<file path="src/pspd_pkg.sv">
// Shared constants, register map and carrier types of the divider loader.
// Assumes a single clock domain; every user writes pspd_pkg::name.
package pspd_pkg;
  // Register byte offsets on the Wishbone slave.
  localparam logic [7:0] PSPD_OFS_CTRL    = 8'h00;
  localparam logic [7:0] PSPD_OFS_STATUS  = 8'h04;
  localparam logic [7:0] PSPD_OFS_SETTING = 8'h08;
  localparam logic [7:0] PSPD_OFS_IRQ_ST  = 8'h0C;
  localparam logic [7:0] PSPD_OFS_IRQ_CLR = 8'h10;
  localparam logic [7:0] PSPD_OFS_IRQ_EN  = 8'h14;
  // Field positions.
  localparam int unsigned PSPD_CTRL_PRESC  = 0;
  localparam int unsigned PSPD_IRQ_LOAD    = 0;
  localparam int unsigned PSPD_IRQ_LOCK    = 1;
  localparam int unsigned PSPD_IRQ_UNLOCK  = 2;
  localparam int unsigned PSPD_IRQ_IGNORED = 3;
  localparam int unsigned PSPD_IRQ_W       = 4;
  // Nibbles in one load sequence.
  localparam logic [2:0] PSPD_NIBBLES = 3'h5;
  localparam logic [2:0] PSPD_LAST_NIB = 3'h4;
  // Reference divider reload values (ratio minus one).
  localparam logic [10:0] PSPD_REF_1024 = 11'h3FF;
  localparam logic [10:0] PSPD_REF_1000 = 11'h3E7;
  localparam logic [10:0] PSPD_REF_100  = 11'h063;
  localparam logic [10:0] PSPD_REF_20   = 11'h013;
  // Loaded setting: swallow digit, BCD N digits, reference select.
  typedef struct packed {
    logic [3:0] swallow;
    logic [3:0] units;
    logic [3:0] tens;
    logic [3:0] hundreds;
    logic [1:0] thousands;
    logic [1:0] ref_sel;
  } pspd_setting_type;
  // After reset N is 20, A is 0 and the ratio is 1024.
  localparam pspd_setting_type PSPD_SETTING_RST = '{
    swallow: 4'h0, units: 4'h0, tens: 4'h2, hundreds: 4'h0,
    thousands: 2'h0, ref_sel: 2'h0};
  // Phase detector states.
  typedef enum logic [1:0] {
    PSPD_PD_IDLE = 2'b00,
    PSPD_PD_LEAD = 2'b01,
    PSPD_PD_LAG  = 2'b10
  } pspd_pd_type;
  // Converts the BCD value of N to binary.
  function automatic logic [11:0] pspd_bcd2bin(input pspd_setting_type s);
    pspd_bcd2bin = {8'h00, s.units} + {8'h00, s.tens} * 12'h00A
                 + {8'h00, s.hundreds} * 12'h064 + {10'h000, s.thousands} * 12'h3E8;
  endfunction
endpackage

</file>
<file path="src/pspd_loader.sv">
// Nibble loader: five BCD nibbles framed by the latch reset line.
// Assumes the read clock, latch reset and data lines are synchronous to clk_in.
`timescale 1ns/10ps
module pspd_loader (
  input  wire logic                       clk_in,
  input  wire logic                       nrst_in,
  input  wire logic                       clk_en_in,
  input  wire logic                       latch_reset_in,
  input  wire logic                       data_read_clock_in,
  input  wire logic [3:0]                 data_in,
  output pspd_pkg::pspd_setting_type      setting_out,
  output logic                            load_out,
  output logic                            ignored_out,
  output logic [2:0]                      count_out
);
  logic                       rclk_q;
  logic                       lrst_q;
  logic                       fall;
  logic                       restart;
  pspd_pkg::pspd_setting_type shadow_q;
  // Falling read clock edges count only while the latch reset is low.
  assign fall    = rclk_q & ~data_read_clock_in & ~latch_reset_in;
  assign restart = lrst_q & ~latch_reset_in;
  // Previous levels for edge detection.
  always_ff @(posedge clk_in or negedge nrst_in) begin
    if (!nrst_in) begin
      rclk_q <= 1'b1;
      lrst_q <= 1'b0;
    end else if (clk_en_in) begin
      rclk_q <= data_read_clock_in;
      lrst_q <= latch_reset_in;
    end
  end
  // Capture sequence; the shadow keeps the old setting live until the fifth nibble.
  always_ff @(posedge clk_in or negedge nrst_in) begin
    if (!nrst_in) begin
      count_out   <= pspd_pkg::PSPD_NIBBLES;
      shadow_q    <= pspd_pkg::PSPD_SETTING_RST;
      setting_out <= pspd_pkg::PSPD_SETTING_RST;
      load_out    <= 1'b0;
      ignored_out <= 1'b0;
    end else if (clk_en_in) begin
      load_out    <= 1'b0;
      ignored_out <= 1'b0;
      if (restart) begin
        count_out <= 3'h0;
      end else if (fall && count_out < pspd_pkg::PSPD_NIBBLES) begin
        count_out <= count_out + 3'h1;
        case (count_out)
          3'h0: shadow_q.swallow  <= data_in;
          3'h1: shadow_q.units    <= data_in;
          3'h2: shadow_q.tens     <= data_in;
          3'h3: shadow_q.hundreds <= data_in;
          default: begin
            setting_out           <= shadow_q;
            setting_out.thousands <= data_in[1:0];
            setting_out.ref_sel   <= data_in[3:2];
            load_out              <= 1'b1;
          end
        endcase
      end else if (fall) begin
        ignored_out <= 1'b1;
      end
    end
  end
endmodule

</file>
<file path="src/pspd_phase_det.sv">
// Three-state phase detector core: remembers which edge came first.
// Assumes one-cycle pulses for the divided input and the reference.
`timescale 1ns/10ps
module pspd_phase_det (
  input  wire logic                  clk_in,
  input  wire logic                  nrst_in,
  input  wire logic                  clk_en_in,
  input  wire logic                  fin_pulse_in,
  input  wire logic                  ref_pulse_in,
  output pspd_pkg::pspd_pd_type      state_out
);
  // Coincident pulses leave the detector idle, which reads as in phase.
  always_ff @(posedge clk_in or negedge nrst_in) begin
    if (!nrst_in) begin
      state_out <= pspd_pkg::PSPD_PD_IDLE;
    end else if (clk_en_in) begin
      case (state_out)
        pspd_pkg::PSPD_PD_IDLE: begin
          if (fin_pulse_in && !ref_pulse_in) begin
            state_out <= pspd_pkg::PSPD_PD_LEAD;
          end else if (ref_pulse_in && !fin_pulse_in) begin
            state_out <= pspd_pkg::PSPD_PD_LAG;
          end
        end
        pspd_pkg::PSPD_PD_LEAD: begin
          if (ref_pulse_in) begin
            state_out <= pspd_pkg::PSPD_PD_IDLE;
          end
        end
        pspd_pkg::PSPD_PD_LAG: begin
          if (fin_pulse_in) begin
            state_out <= pspd_pkg::PSPD_PD_IDLE;
          end
        end
        default: state_out <= pspd_pkg::PSPD_PD_IDLE;
      endcase
    end
  end
endmodule

</file>
<file path="src/pspd_top.sv">
// Top of the synthesizer digital core: loader, dividers, phase detector,
// lock and test outputs, and a classic Wishbone register slave.
// Assumes all pins are synchronous to clk_in, which also serves as the reference.
//
// Contract
// - Phase output drives high on lead, low on lag, floats when in phase.
// - Lock pin low while phase output floats, released while it drives.
// - Test high routes divider output to phase pin, reference to lock pin.
// - Modulus control output picks divide by ten or eleven in the prescaler.
// - After latch reset falls, five falling read clocks capture one nibble each.
// - Whole setting applies at fifth falling edge; later read clocks are ignored.
// - With latch reset high, read clock and data lines are ignored.
// - With prescaler, overall ratio is swallow digit plus ten times N.
// - Without prescaler, ratio is N alone and swallow digit is unused.
// - Two select bits choose crystal ratio 1024, 1000, 100 or 20.
// - Swallow digit is 0 to 9; N is BCD 20 to 3999 in fourteen bits.
//
// Register access over Wishbone and the register addresses were left to the implementer.
`timescale 1ns/10ps
module pspd_top #(
  parameter int unsigned ADDR_W = 8
) (
  input  wire logic              clk_in,
  input  wire logic              nrst_in,
  input  wire logic              clk_en_in,
  input  wire logic              latch_reset_in,
  input  wire logic              data_read_clock_in,
  input  wire logic [3:0]        data_in,
  input  wire logic              test_in,
  input  wire logic              count_in,
  input  wire logic              wb_cyc_in,
  input  wire logic              wb_stb_in,
  input  wire logic              wb_we_in,
  input  wire logic [ADDR_W-1:0] wb_adr_in,
  input  wire logic [3:0]        wb_sel_in,
  input  wire logic [31:0]       wb_dat_in,
  output logic [31:0]            wb_dat_out,
  output logic                   wb_ack_out,
  output logic                   phase_detector_out,
  output logic                   phase_detector_oe_n_out,
  output logic                   lock_oe_n_out,
  output logic                   modulus_control_out,
  output logic                   irq_out
);
  // Loader outputs.
  pspd_pkg::pspd_setting_type setting;
  logic                       load_pulse;
  logic                       ignored_pulse;
  logic [2:0]                 nib_count;
  // Divider chain state.
  logic                       cin_q;
  logic                       cin_rise;
  logic [11:0]                prog_cnt_q;
  logic [11:0]                n_bin;
  logic [3:0]                 swallow_q;
  logic                       fin_pulse_q;
  logic [10:0]                ref_cnt_q;
  logic [10:0]                ref_reload;
  logic                       ref_pulse_q;
  // Phase detector and lock tracking.
  pspd_pkg::pspd_pd_type      pd_state;
  logic                       locked_q;
  logic                       lock_gain;
  logic                       lock_loss;
  // Registers.
  logic                       presc_en_q;
  logic                       loaded_q;
  logic [pspd_pkg::PSPD_IRQ_W-1:0] irq_st_q;
  logic [pspd_pkg::PSPD_IRQ_W-1:0] irq_st_d;
  logic [pspd_pkg::PSPD_IRQ_W-1:0] irq_en_q;
  logic [pspd_pkg::PSPD_IRQ_W-1:0] irq_clr;
  logic [pspd_pkg::PSPD_IRQ_W-1:0] irq_ev;
  logic                       bus_req;
  logic                       bus_wr;
  logic [31:0]                rd_d;

  // Nibble capture and the two-stage setting latch.
  pspd_loader u_loader (
    .clk_in             (clk_in),
    .nrst_in            (nrst_in),
    .clk_en_in          (clk_en_in),
    .latch_reset_in     (latch_reset_in),
    .data_read_clock_in (data_read_clock_in),
    .data_in            (data_in),
    .setting_out        (setting),
    .load_out           (load_pulse),
    .ignored_out        (ignored_pulse),
    .count_out          (nib_count)
  );

  // Edge order of the two divided signals.
  pspd_phase_det u_pd (
    .clk_in       (clk_in),
    .nrst_in      (nrst_in),
    .clk_en_in    (clk_en_in),
    .fin_pulse_in (fin_pulse_q),
    .ref_pulse_in (ref_pulse_q),
    .state_out    (pd_state)
  );

  // The BCD value is converted once; digits above nine are not clamped,
  // so software must keep N within 20 to 3999 and the swallow digit below ten.
  assign n_bin = pspd_pkg::pspd_bcd2bin(setting);

  // Reference ratio from the two select bits.
  always_comb begin
    case (setting.ref_sel)
      2'b00:   ref_reload = pspd_pkg::PSPD_REF_1024;
      2'b01:   ref_reload = pspd_pkg::PSPD_REF_1000;
      2'b10:   ref_reload = pspd_pkg::PSPD_REF_100;
      default: ref_reload = pspd_pkg::PSPD_REF_20;
    endcase
  end

  // Count input edge detection.
  assign cin_rise = count_in & ~cin_q;
  always_ff @(posedge clk_in or negedge nrst_in) begin
    if (!nrst_in) begin
      cin_q <= 1'b0;
    end else if (clk_en_in) begin
      cin_q <= count_in;
    end
  end

  // Program divider with swallow counter. After each terminal count the first A
  // prescaler periods run at eleven and the rest at ten, giving 11A + 10(N - A).
  // A new setting takes hold at the next terminal count, so no period is cut short.
  always_ff @(posedge clk_in or negedge nrst_in) begin
    if (!nrst_in) begin
      prog_cnt_q  <= 12'h000;
      swallow_q   <= 4'h0;
      fin_pulse_q <= 1'b0;
    end else if (clk_en_in) begin
      fin_pulse_q <= 1'b0;
      if (cin_rise) begin
        if (prog_cnt_q == 12'h000) begin
          prog_cnt_q  <= n_bin - 12'h001;
          fin_pulse_q <= 1'b1;
          swallow_q   <= presc_en_q ? setting.swallow : 4'h0;
        end else begin
          prog_cnt_q <= prog_cnt_q - 12'h001;
          if (swallow_q != 4'h0) begin
            swallow_q <= swallow_q - 4'h1;
          end
        end
      end
    end
  end

  // Modulus control is high (divide by eleven) while swallow periods remain.
  always_ff @(posedge clk_in or negedge nrst_in) begin
    if (!nrst_in) begin
      modulus_control_out <= 1'b0;
    end else if (clk_en_in) begin
      modulus_control_out <= presc_en_q && (swallow_q != 4'h0);
    end
  end

  // Reference divider counts clk_in cycles and emits a one-cycle pulse.
  always_ff @(posedge clk_in or negedge nrst_in) begin
    if (!nrst_in) begin
      ref_cnt_q   <= pspd_pkg::PSPD_REF_1024;
      ref_pulse_q <= 1'b0;
    end else if (clk_en_in) begin
      if (ref_cnt_q == 11'h000) begin
        ref_cnt_q   <= ref_reload;
        ref_pulse_q <= 1'b1;
      end else begin
        ref_cnt_q   <= ref_cnt_q - 11'h001;
        ref_pulse_q <= 1'b0;
      end
    end
  end

  // Pin drivers. Outside test mode phase and lock pins are registered from the same state,
  // so they then change in the same cycle.
  always_ff @(posedge clk_in or negedge nrst_in) begin
    if (!nrst_in) begin
      phase_detector_out      <= 1'b0;
      phase_detector_oe_n_out <= 1'b1;
      lock_oe_n_out           <= 1'b0;
    end else if (clk_en_in) begin
      if (test_in) begin
        phase_detector_out      <= fin_pulse_q;
        phase_detector_oe_n_out <= 1'b0;
        lock_oe_n_out           <= ref_pulse_q;
      end else begin
        phase_detector_out      <= (pd_state == pspd_pkg::PSPD_PD_LEAD);
        phase_detector_oe_n_out <= (pd_state == pspd_pkg::PSPD_PD_IDLE);
        lock_oe_n_out           <= (pd_state != pspd_pkg::PSPD_PD_IDLE);
      end
    end
  end

  // Lock tracking for status and events; follows the detector, not the test mux.
  assign lock_gain = ~locked_q & (pd_state == pspd_pkg::PSPD_PD_IDLE);
  assign lock_loss = locked_q & (pd_state != pspd_pkg::PSPD_PD_IDLE);
  always_ff @(posedge clk_in or negedge nrst_in) begin
    if (!nrst_in) begin
      locked_q <= 1'b0;
    end else if (clk_en_in) begin
      locked_q <= (pd_state == pspd_pkg::PSPD_PD_IDLE);
    end
  end

  // Bus decode. A request is answered one cycle after it appears; the write
  // and the read capture both happen on the edge that raises ack.
  assign bus_req = wb_cyc_in & wb_stb_in & ~wb_ack_out;
  assign bus_wr  = bus_req & wb_we_in & wb_sel_in[0];
  assign irq_clr = (bus_wr && wb_adr_in == pspd_pkg::PSPD_OFS_IRQ_CLR) ?
                   wb_dat_in[pspd_pkg::PSPD_IRQ_W-1:0] : '0;

  // Events; a set in the same cycle as its clear wins.
  assign irq_ev[pspd_pkg::PSPD_IRQ_LOAD]    = load_pulse;
  assign irq_ev[pspd_pkg::PSPD_IRQ_LOCK]    = lock_gain;
  assign irq_ev[pspd_pkg::PSPD_IRQ_UNLOCK]  = lock_loss;
  assign irq_ev[pspd_pkg::PSPD_IRQ_IGNORED] = ignored_pulse;
  assign irq_st_d = (irq_st_q & ~irq_clr) | irq_ev;

  // Sticky status and the level interrupt.
  always_ff @(posedge clk_in or negedge nrst_in) begin
    if (!nrst_in) begin
      irq_st_q <= '0;
      irq_out  <= 1'b0;
    end else if (clk_en_in) begin
      irq_st_q <= irq_st_d;
      irq_out  <= |(irq_st_d & irq_en_q);
    end
  end

  // Software-written controls; the prescaler bit steers the swallow logic.
  always_ff @(posedge clk_in or negedge nrst_in) begin
    if (!nrst_in) begin
      presc_en_q <= 1'b0;
      irq_en_q   <= '0;
    end else if (clk_en_in && bus_wr) begin
      if (wb_adr_in == pspd_pkg::PSPD_OFS_CTRL) begin
        presc_en_q <= wb_dat_in[pspd_pkg::PSPD_CTRL_PRESC];
      end
      if (wb_adr_in == pspd_pkg::PSPD_OFS_IRQ_EN) begin
        irq_en_q <= wb_dat_in[pspd_pkg::PSPD_IRQ_W-1:0];
      end
    end
  end

  // Set once the first full sequence has been applied.
  always_ff @(posedge clk_in or negedge nrst_in) begin
    if (!nrst_in) begin
      loaded_q <= 1'b0;
    end else if (clk_en_in && load_pulse) begin
      loaded_q <= 1'b1;
    end
  end

  // Read multiplexer; unmapped and write-only addresses read as zero.
  always_comb begin
    rd_d = 32'h0000_0000;
    case (wb_adr_in)
      pspd_pkg::PSPD_OFS_CTRL: begin
        rd_d[pspd_pkg::PSPD_CTRL_PRESC] = presc_en_q;
      end
      pspd_pkg::PSPD_OFS_STATUS: begin
        rd_d[0]   = loaded_q;
        rd_d[1]   = (pd_state == pspd_pkg::PSPD_PD_LEAD);
        rd_d[2]   = (pd_state == pspd_pkg::PSPD_PD_LAG);
        rd_d[3]   = locked_q;
        rd_d[6:4] = nib_count;
      end
      pspd_pkg::PSPD_OFS_SETTING: begin
        rd_d[3:0]   = setting.swallow;
        rd_d[15:4]  = n_bin;
        rd_d[17:16] = setting.ref_sel;
      end
      pspd_pkg::PSPD_OFS_IRQ_ST: begin
        rd_d[pspd_pkg::PSPD_IRQ_W-1:0] = irq_st_q;
      end
      pspd_pkg::PSPD_OFS_IRQ_EN: begin
        rd_d[pspd_pkg::PSPD_IRQ_W-1:0] = irq_en_q;
      end
      default: rd_d = 32'h0000_0000;
    endcase
  end

  // Acknowledge and read data; ack falls in the cycle after it was given.
  always_ff @(posedge clk_in or negedge nrst_in) begin
    if (!nrst_in) begin
      wb_ack_out <= 1'b0;
      wb_dat_out <= 32'h0000_0000;
    end else if (clk_en_in) begin
      wb_ack_out <= bus_req;
      if (bus_req && !wb_we_in) begin
        wb_dat_out <= rd_d;
      end
    end
  end
endmodule

</file>
<file path="config.mk">
export PLATFORM = sky130hd
export DESIGN_NAME = pspd_top
export DESIGN_NICKNAME = d
export VERILOG_FILES = /design/src/pspd_pkg.sv /design/src/pspd_loader.sv /design/src/pspd_phase_det.sv /design/src/pspd_top.sv
export SDC_FILE = /design/constraint.sdc
export NUM_CORES = 1
export LEC_CHECK = 0
export BUFFER_PORTS_ARGS = -buffer_cell sky130_fd_sc_hd__buf_2
export CAP_MARGIN = 20
export CELL_PAD_IN_SITES_DETAIL_PLACEMENT = 1
export CELL_PAD_IN_SITES_GLOBAL_PLACEMENT = 1
export CORE_MARGIN = 5
export CORE_UTILIZATION = 35
export DETAILED_ROUTE_END_ITERATION = 12
export PLACE_DENSITY_LB_ADDON = 0.1
export SETUP_SLACK_MARGIN = 0.3
export SYNTH_ARGS = -nofsm -noshare
export SYNTH_HDL_FRONTEND = slang
export SYNTH_SLANG_ARGS = --single-unit
export TNS_END_PERCENT = 30
</file>
<file path="constraint.sdc">
create_clock -name clk_in -period 4.24 [get_ports clk_in]
set_input_delay 0 -clock clk_in [delete_from_list [all_inputs] [get_ports clk_in]]
set_output_delay 0 -clock clk_in [all_outputs]
set_load 0.01 [all_outputs]
</file>
==> impl_metrics.ini, run 1 <==
[hold_path]
hold_path_depth = 3
hold_class = input port to flop
min_to = phase_detector_out
hold_start = test_in

[worst_setup_path]
worstRegToRegCells = 15
endpoint_kind = flop
r2r_end = prog_cnt_q[9]
cp-start-kind = flop
cp_num_buf_inv = 1
reg2reg_from = u_loader.setting_out[9]
arrival_ps = 4270
reg2reg_slack_ps = 240
worst_ep_required_time_ps = 4500
cp_max_fo = 6
cp_cell_sequence = ha_4 -> ha_4 -> fa_2 -> xnor2_2 -> fa_1 -> inv_2 -> ha_4 -> ha_4 -> a21o_1 -> a21oi_2 -> o21ai_2 -> xor2_2 -> o31a_1 -> o311a_1 -> a211oi_2
crit_type = flop to flop
slowest_delay_ps = 560
crit_slowest_cell = dfstp_2
cp_top_family = adder cells
cp_common_cell = ha_4

[floorplanning]
rows = 49
die_w_um = 145
ios = 96
core_area_sq_um = 18000
dieArea_sq_um = 21200
die_h_um = 145
initial_core_util = 0.356

[sta]
period_share = 0.944
max_freq_ghz = 0.250
whs_ps = 28.0
worst_pin_slew_ps = 902
rsz0062_at_grt = true
drv_slew = 0
fin_tns_setup_ps = 0
final_hold_viol_count = 0
clock_skew_ps = 10.4
period_minus_slack_ps = 4000
setup_viol = 0
slew_headroom = 0.399

[clocking]
clock_latency_ps = 350
path_clk_slew_ps = 80
cts_buffers = 9
clockRootBuffer = clkbuf_16
numClockSinks = 110
ctsHtreeMaxLevel = 3
clk_path_buf_depth = 2
cts_tree = done

[global_routing]
overflow = 0
gr-usage-all-layers = 0.161
grt_pass1_vias = 5308
grt_max_degree = 69
antenna_found_initial = 0
grt_pass1_wl_um = 28300

[outcome]
outcome = complete, no violations

[power_and_ir_drop]
ir_drop_uv = 269
power_density_nw_per_um2 = 501
total_power_mw = 3.89
p_leak_nw = 3.57

[yosys]
synth_edf_count = 0
synth_top_cells_by_count = dfrtp_1 (94), nand2_1 (70), ha_1 (47)
ys_ff_latch = 110
netlist_area_sq_um = 6420
ys_warn_count = 0
synth.area.top_cells = dfrtp_1 (37%), ha_1 (9.2%), mux2_2 (7.5%)
synth_top_flop_cell = dfrtp_1
yosysSeqAreaShare = 0.432
async_flop_share = 1.00
synth_top_area_cell = dfrtp_1
syn_inst = 629
avgSynthCellArea_sq_um = 10.2
yosysUniqueCellTypes = 64
yosysTopAreaCellShare = 0.366
synth.most_common_cell = dfrtp_1

[detailed_routing]
routed-via-count = 4929
wl_per_cell_um = 17.9
viasPerCell = 5.25
drtIter0Drc = 199
drtPass1Iterations = 4
routed_wl_um = 16800
ant_nets = 0
drc = 0

[placed_design]
numPortBuffers = 50
gp_congestion = 0.777
hpwl_um = 12400

[final_layout]
drive_gt1_frac = 0.275
post-route-util = 0.430
diodes = 0
final_nets = 820
area_growth_pct = 20.8
n_fill_cell = 2018

[flow_run]
drv_cap = 0
## report_power, final
part / internal, mW / leakage (nW) / switching [mW]
sequential: 1.22 / 1.39 / 0.148
combinational: 0.752 / 2.03 / 0.846
clock: 0.520 / 0.146 / 0.400
## layer usage
metal	wire length, um	GRT usage	share of wire	vias up
met1	8090	0.219	0.48	2497
met3	453	0.0321	0.027	15
met5	0	0	0	-
met4	225	0.0359	0.013	0
li1	-	-	-	2367
met2	8000	0.265	0.48	50
## metrics by stage
step / instances / instance area, sq um / setup slack (ps)
global placement: 897 / 7000 / 145
finish: 939 / 7760 / 237
global route: 939 / 7760 / 97.5
CTS: 927 / 7510 / 148
floorplan: 642 / 6580 / 294
detailed placement: 897 / 7000 / 50.6
## registers in the layout, indices dropped and copies added, names as in the netlist, 2 cells and up
register,count
u_loader.setting_out,20
wb_dat_out,18
u_loader.shadow_q,16
prog_cnt_q,12
ref_cnt_q,11
irq_en_q,4
irq_st_q,4
swallow_q,4
u_loader.count_out,3
u_pd.state_out,2
## repair_timing
action | 4_1_cts | 5_1_grt
pin swaps | 21 | 22
resized for setup | 10 | 22
hold buffers | 12 | 0
buffers inserted | 2 | 9
endpoints found under the setup margin | 7 | 8
endpoints found under the hold margin | 90 | 0
## area by class of cell
class / instances / area [sq um] / area share
tap: 229 / 287 / 0.0369
clock buffer: 11 / 233 / 0.0300
sequential: 110 / 2780 / 0.358
multi-input combinational: 459 / 3650 / 0.471
clock inverter: 5 / 83.8 / 0.0108
inverter: 39 / 146 / 0.0189
timing repair buffer: 86 / 582 / 0.0750
## tightest hold or removal path: cells and delay by family
kind | cells | cell delay (ps)
AOI/OAI and AO/OA | 2 | 220
buffers and inverters | 1 | 120
## cell usage in the layout, fill, tap and decap left out, drive strengths merged, types with 10 or more instances in the layout
cell type,count
inv,39
a22oi,10
dfrtp,94
nand2,70
a21oi,29
ha,47
dlygate4sd3,12
conb,14
xnor2,10
fa,10
or3,10
a21o,12
nor2,33
nor3,15
clkbuf,12
a22o,11
o21ai,46
dfstp,16
mux2,43
buf,73
## how the worst max path moves through the flow
| stage | start | endpoint | slack, ps | cells after the start |
|---|---|---|---|---|
| after floorplan | u_loader.setting_out[9] | prog_cnt_q[11] | 290 | 15 |
| after global placement | u_loader.setting_out[9] | prog_cnt_q[11] | 150 | 15 |
| after detailed placement | u_loader.setting_out[9] | prog_cnt_q[9] | 50 | 15 |
| after CTS | u_loader.setting_out[9] | prog_cnt_q[8] | 150 | 13 |
| after global routing | u_loader.setting_out[9] | prog_cnt_q[9] | 100 | 15 |
| final | u_loader.setting_out[9] | prog_cnt_q[9] | 240 | 15 |
## cell families after synthesis
logic type      after synthesis  share of synthesized area
flops                       110                      0.432
xor+xnor                     15                     0.0205
other cells                   1                   0.000584
simple gates                169                      0.128
buf+inv                      73                     0.0536
mux                          44                     0.0770
compound gates              160                      0.165
fa+ha+maj                    57                      0.123
No activity file was read; power rests on OpenSTA's default activity.
==> run 2: changes to the inputs <==
--- a/config.mk
+++ b/config.mk
@@ -14,7 +14,9 @@
 export DETAILED_ROUTE_END_ITERATION = 12
 export PLACE_DENSITY_LB_ADDON = 0.1
 export SETUP_SLACK_MARGIN = 0.3
+export SLEW_MARGIN = 25
 export SYNTH_ARGS = -nofsm -noshare
 export SYNTH_HDL_FRONTEND = slang
+export SYNTH_HIERARCHICAL = 1
 export SYNTH_SLANG_ARGS = --single-unit
 export TNS_END_PERCENT = 30
==> impl_metrics.ini, run 2 <==
[worst_setup_path]
endpoint_kind = flop
cp_common_cell = ha_4
slowest_delay_ps = 550
cp_cell_sequence = ha_4 -> ha_4 -> fa_2 -> xnor2_2 -> fa_1 -> inv_2 -> ha_4 -> ha_4 -> a21o_1 -> or3_4 -> a222oi_1 -> a31o_1 -> o211ai_2 -> xor2_1
crit_type = flop to flop
r2r_end = prog_cnt_q[11]
cp-start-kind = flop
endpoint = prog_cnt_q[11]
reg2reg_from = u_loader/setting_out[9]
crit_start = u_loader/setting_out[9]
reg2reg_slack_ps = 170
crit_slowest_cell = dfstp_2
arrival_ps = 4310
worst_ep_required_time_ps = 4470
worstRegToRegCells = 14
cp_max_fo = 5

[yosys]
syn_inst = 634
synth_top_cells_by_count = dfrtp_1 (94), nand2_1 (55), ha_1 (48)
ys_ff_latch = 110
synth.area.top_cells = dfrtp_1 (35%), ha_1 (9.0%), dfstp_2 (6.3%)
ys_warn_count = 6
async_flop_share = 1.00
yosysUniqueCellTypes = 76
avgSynthCellArea_sq_um = 10.5
synth_edf_count = 0
synth_top_area_cell = dfrtp_1
netlist_area_sq_um = 6640
synth.most_common_cell = dfrtp_1
yosysTopAreaCellShare = 0.354
yosysSeqAreaShare = 0.418
synth_top_flop_cell = dfrtp_1

[floorplanning]
die_w_um = 148
core_area_sq_um = 18700
ios = 96
dieArea_sq_um = 21800
initial_core_util = 0.355
die_h_um = 148
rows = 50

[final_layout]
final_common_cell = dfrtp_1
largest_reg_flops = 20
drive_gt1_frac = 0.263
final_nets = 822
post-route-util = 0.414
mostFrequentLayoutCells = dfrtp_1 (90), nand2_1 (55), buf_2 (49), nor2_1 (45), inv_1 (43)
area_growth_pct = 16.7
largestRegisters = u_loader/setting_out (20), wb_dat_out (18), u_loader/shadow_q (16)
diodes = 0
n_fill_cell = 2084
top_register = u_loader/setting_out

[sta]
final_hold_viol_count = 0
period_share = 0.961
worst_pin_slew_ps = 990
whs_ps = 12.1
final.setup.worst_slack_ps = 165
setup_viol = 0
rsz0062_at_grt = true
period_minus_slack_ps = 4070
max_freq_ghz = 0.245
drv_slew = 0
clock_skew_ps = 12.6
slew_headroom = 0.334

[clocking]
cts_buffers = 9
clockRootBuffer = clkbuf_16
clk_path_buf_depth = 2
numClockSinks = 110
ctsHtreeMaxLevel = 3
path_clk_slew_ps = 80
cts_tree = done
clock_latency_ps = 360

[power_and_ir_drop]
total_power_mw = 4.31
ir_drop_uv = 241
p_leak_nw = 3.73
power_density_nw_per_um2 = 556

[placed_design]
numPortBuffers = 50
gp_congestion = 0.807
hpwl_um = 13000
pre_cts_ws_ps = -54.4

[global_routing]
overflow = 0
grt_pass1_wl_um = 29000
grt_max_degree = 74
grt_pass1_vias = 5390
antenna_found_initial = 0
gr-usage-all-layers = 0.164

[detailed_routing]
wl_per_cell_um = 18.5
ant_nets = 0
routed_wl_um = 17500
drtIter0Drc = 252
routed-via-count = 5015
drc = 0
viasPerCell = 5.31
drtPass1Iterations = 6

[outcome]
outcome = complete, no violations

[flow_run]
drv_cap = 0

[hold_path]
hold_class = input port to flop
==> run 2: changes by cell type in the layout (fill, tap and decap cells not counted), moves of 7 or more <==
cell | before | now
mux2_2 | 43 | 26
a22oi_1 | 9 | 2
o21ai_0 | 42 | 26
nand2_1 | 69 | 55
o21a_1 | 0 | 8
nor2_1 | 32 | 45
nand3_1 | 5 | 20
mux2_4 | 0 | 19
==> run 2: worst min path at each step <==
stage                          start               endpoint  slack (ps)  depth (start not counted)
final                        test_in     phase_detector_out          10                          3
after global routing      data_in[1]  u_loader/shadow_q[17]          20                          2
after CTS                 data_in[1]  u_loader/shadow_q[17]         0.7                          2
after detailed placement     nrst_in         wb_dat_out[12]         220                          1
after global placement       nrst_in         wb_dat_out[12]         220                          1
after floorplan              nrst_in                  cin_q        -300                          0
==> run 2: report_power, final <==
part / internal (mW) / total, mW / leakage, nW / switching, mW
registers: 1.31 / 1.55 / 1.40 / 0.243
clock network: 0.409 / 0.833 / 0.136 / 0.423
logic: 0.904 / 1.92 / 2.19 / 1.02
total: 2.62 / 4.31 / 3.73 / 1.68
==> run 2: worst max-delay path, delay by kind of cell (launching register included) <==
| family | cells | cell delay (ps) |
|---|---|---|
| adder cells (fa/ha/maj) | 6 | 1740 |
| AO/OA/AOI/OAI | 4 | 930 |
| flip-flops | 1 | 550 |
| AND/OR/NAND/NOR | 1 | 370 |
| XOR/XNOR | 2 | 310 |
| buffers and inverters | 1 | 60 |
==> run 2: area by class of cell <==
cell class	count	area, sq um	area share
inverters	44	165	0.0213
multi-input cells	460	3710	0.479
clock buffers	10	229	0.0296
well taps	234	293	0.0378
repair buffers	81	517	0.0667
clock inverters	6	55.1	0.00711
flip-flops and latches	110	2780	0.359
==> run 2: what timing repair did <==
| item | CTS | global route |
|---|---|---|
| setup buffers | 7 | 1 |
| pin swaps | 11 | 12 |
| setup endpoints to repair | 6 | 6 |
| hold buffers | 10 | 1 |
| endpoints found under the hold margin | 87 | 1 |
| resized for setup | 16 | 11 |
==> run 2: through the flow <==
stage	cell area, sq um	TNS [ps]	cells
2_1_floorplan	6720	0	647
3_3_place_gp	7150	0	910
3_5_place_dp	7150	-54.4	910
4_1_cts	7680	0	943
5_1_grt	7750	-26.5	945
6_report	7750	0	945
==> run 2: kinds of logic (layout without fill, tap and decap cells) <==
logic type / after synthesis / in the layout / synth area share
and+or+nand+nor: 188 / 188 / 0.147
AOI/OAI and AO/OA: 135 / 135 / 0.144
DFF: 110 / 110 / 0.418
buffers and inverters: 77 / 141 / 0.0556
adders and majority gates: 58 / 58 / 0.121
muxes: 49 / 49 / 0.0931
xor gates and xnor gates: 16 / 16 / 0.0211
other: 1 / 14 / 0.000565
==> run 2: per-layer routing <==
layer  part of all wire  track usage  vias to the layer above
met5                  0            0                        -
met1               0.48        0.230                     2555
met4              0.012       0.0447                        0
met3              0.024       0.0187                       10
li1                   -            -                     2381
met2               0.48        0.270                       69
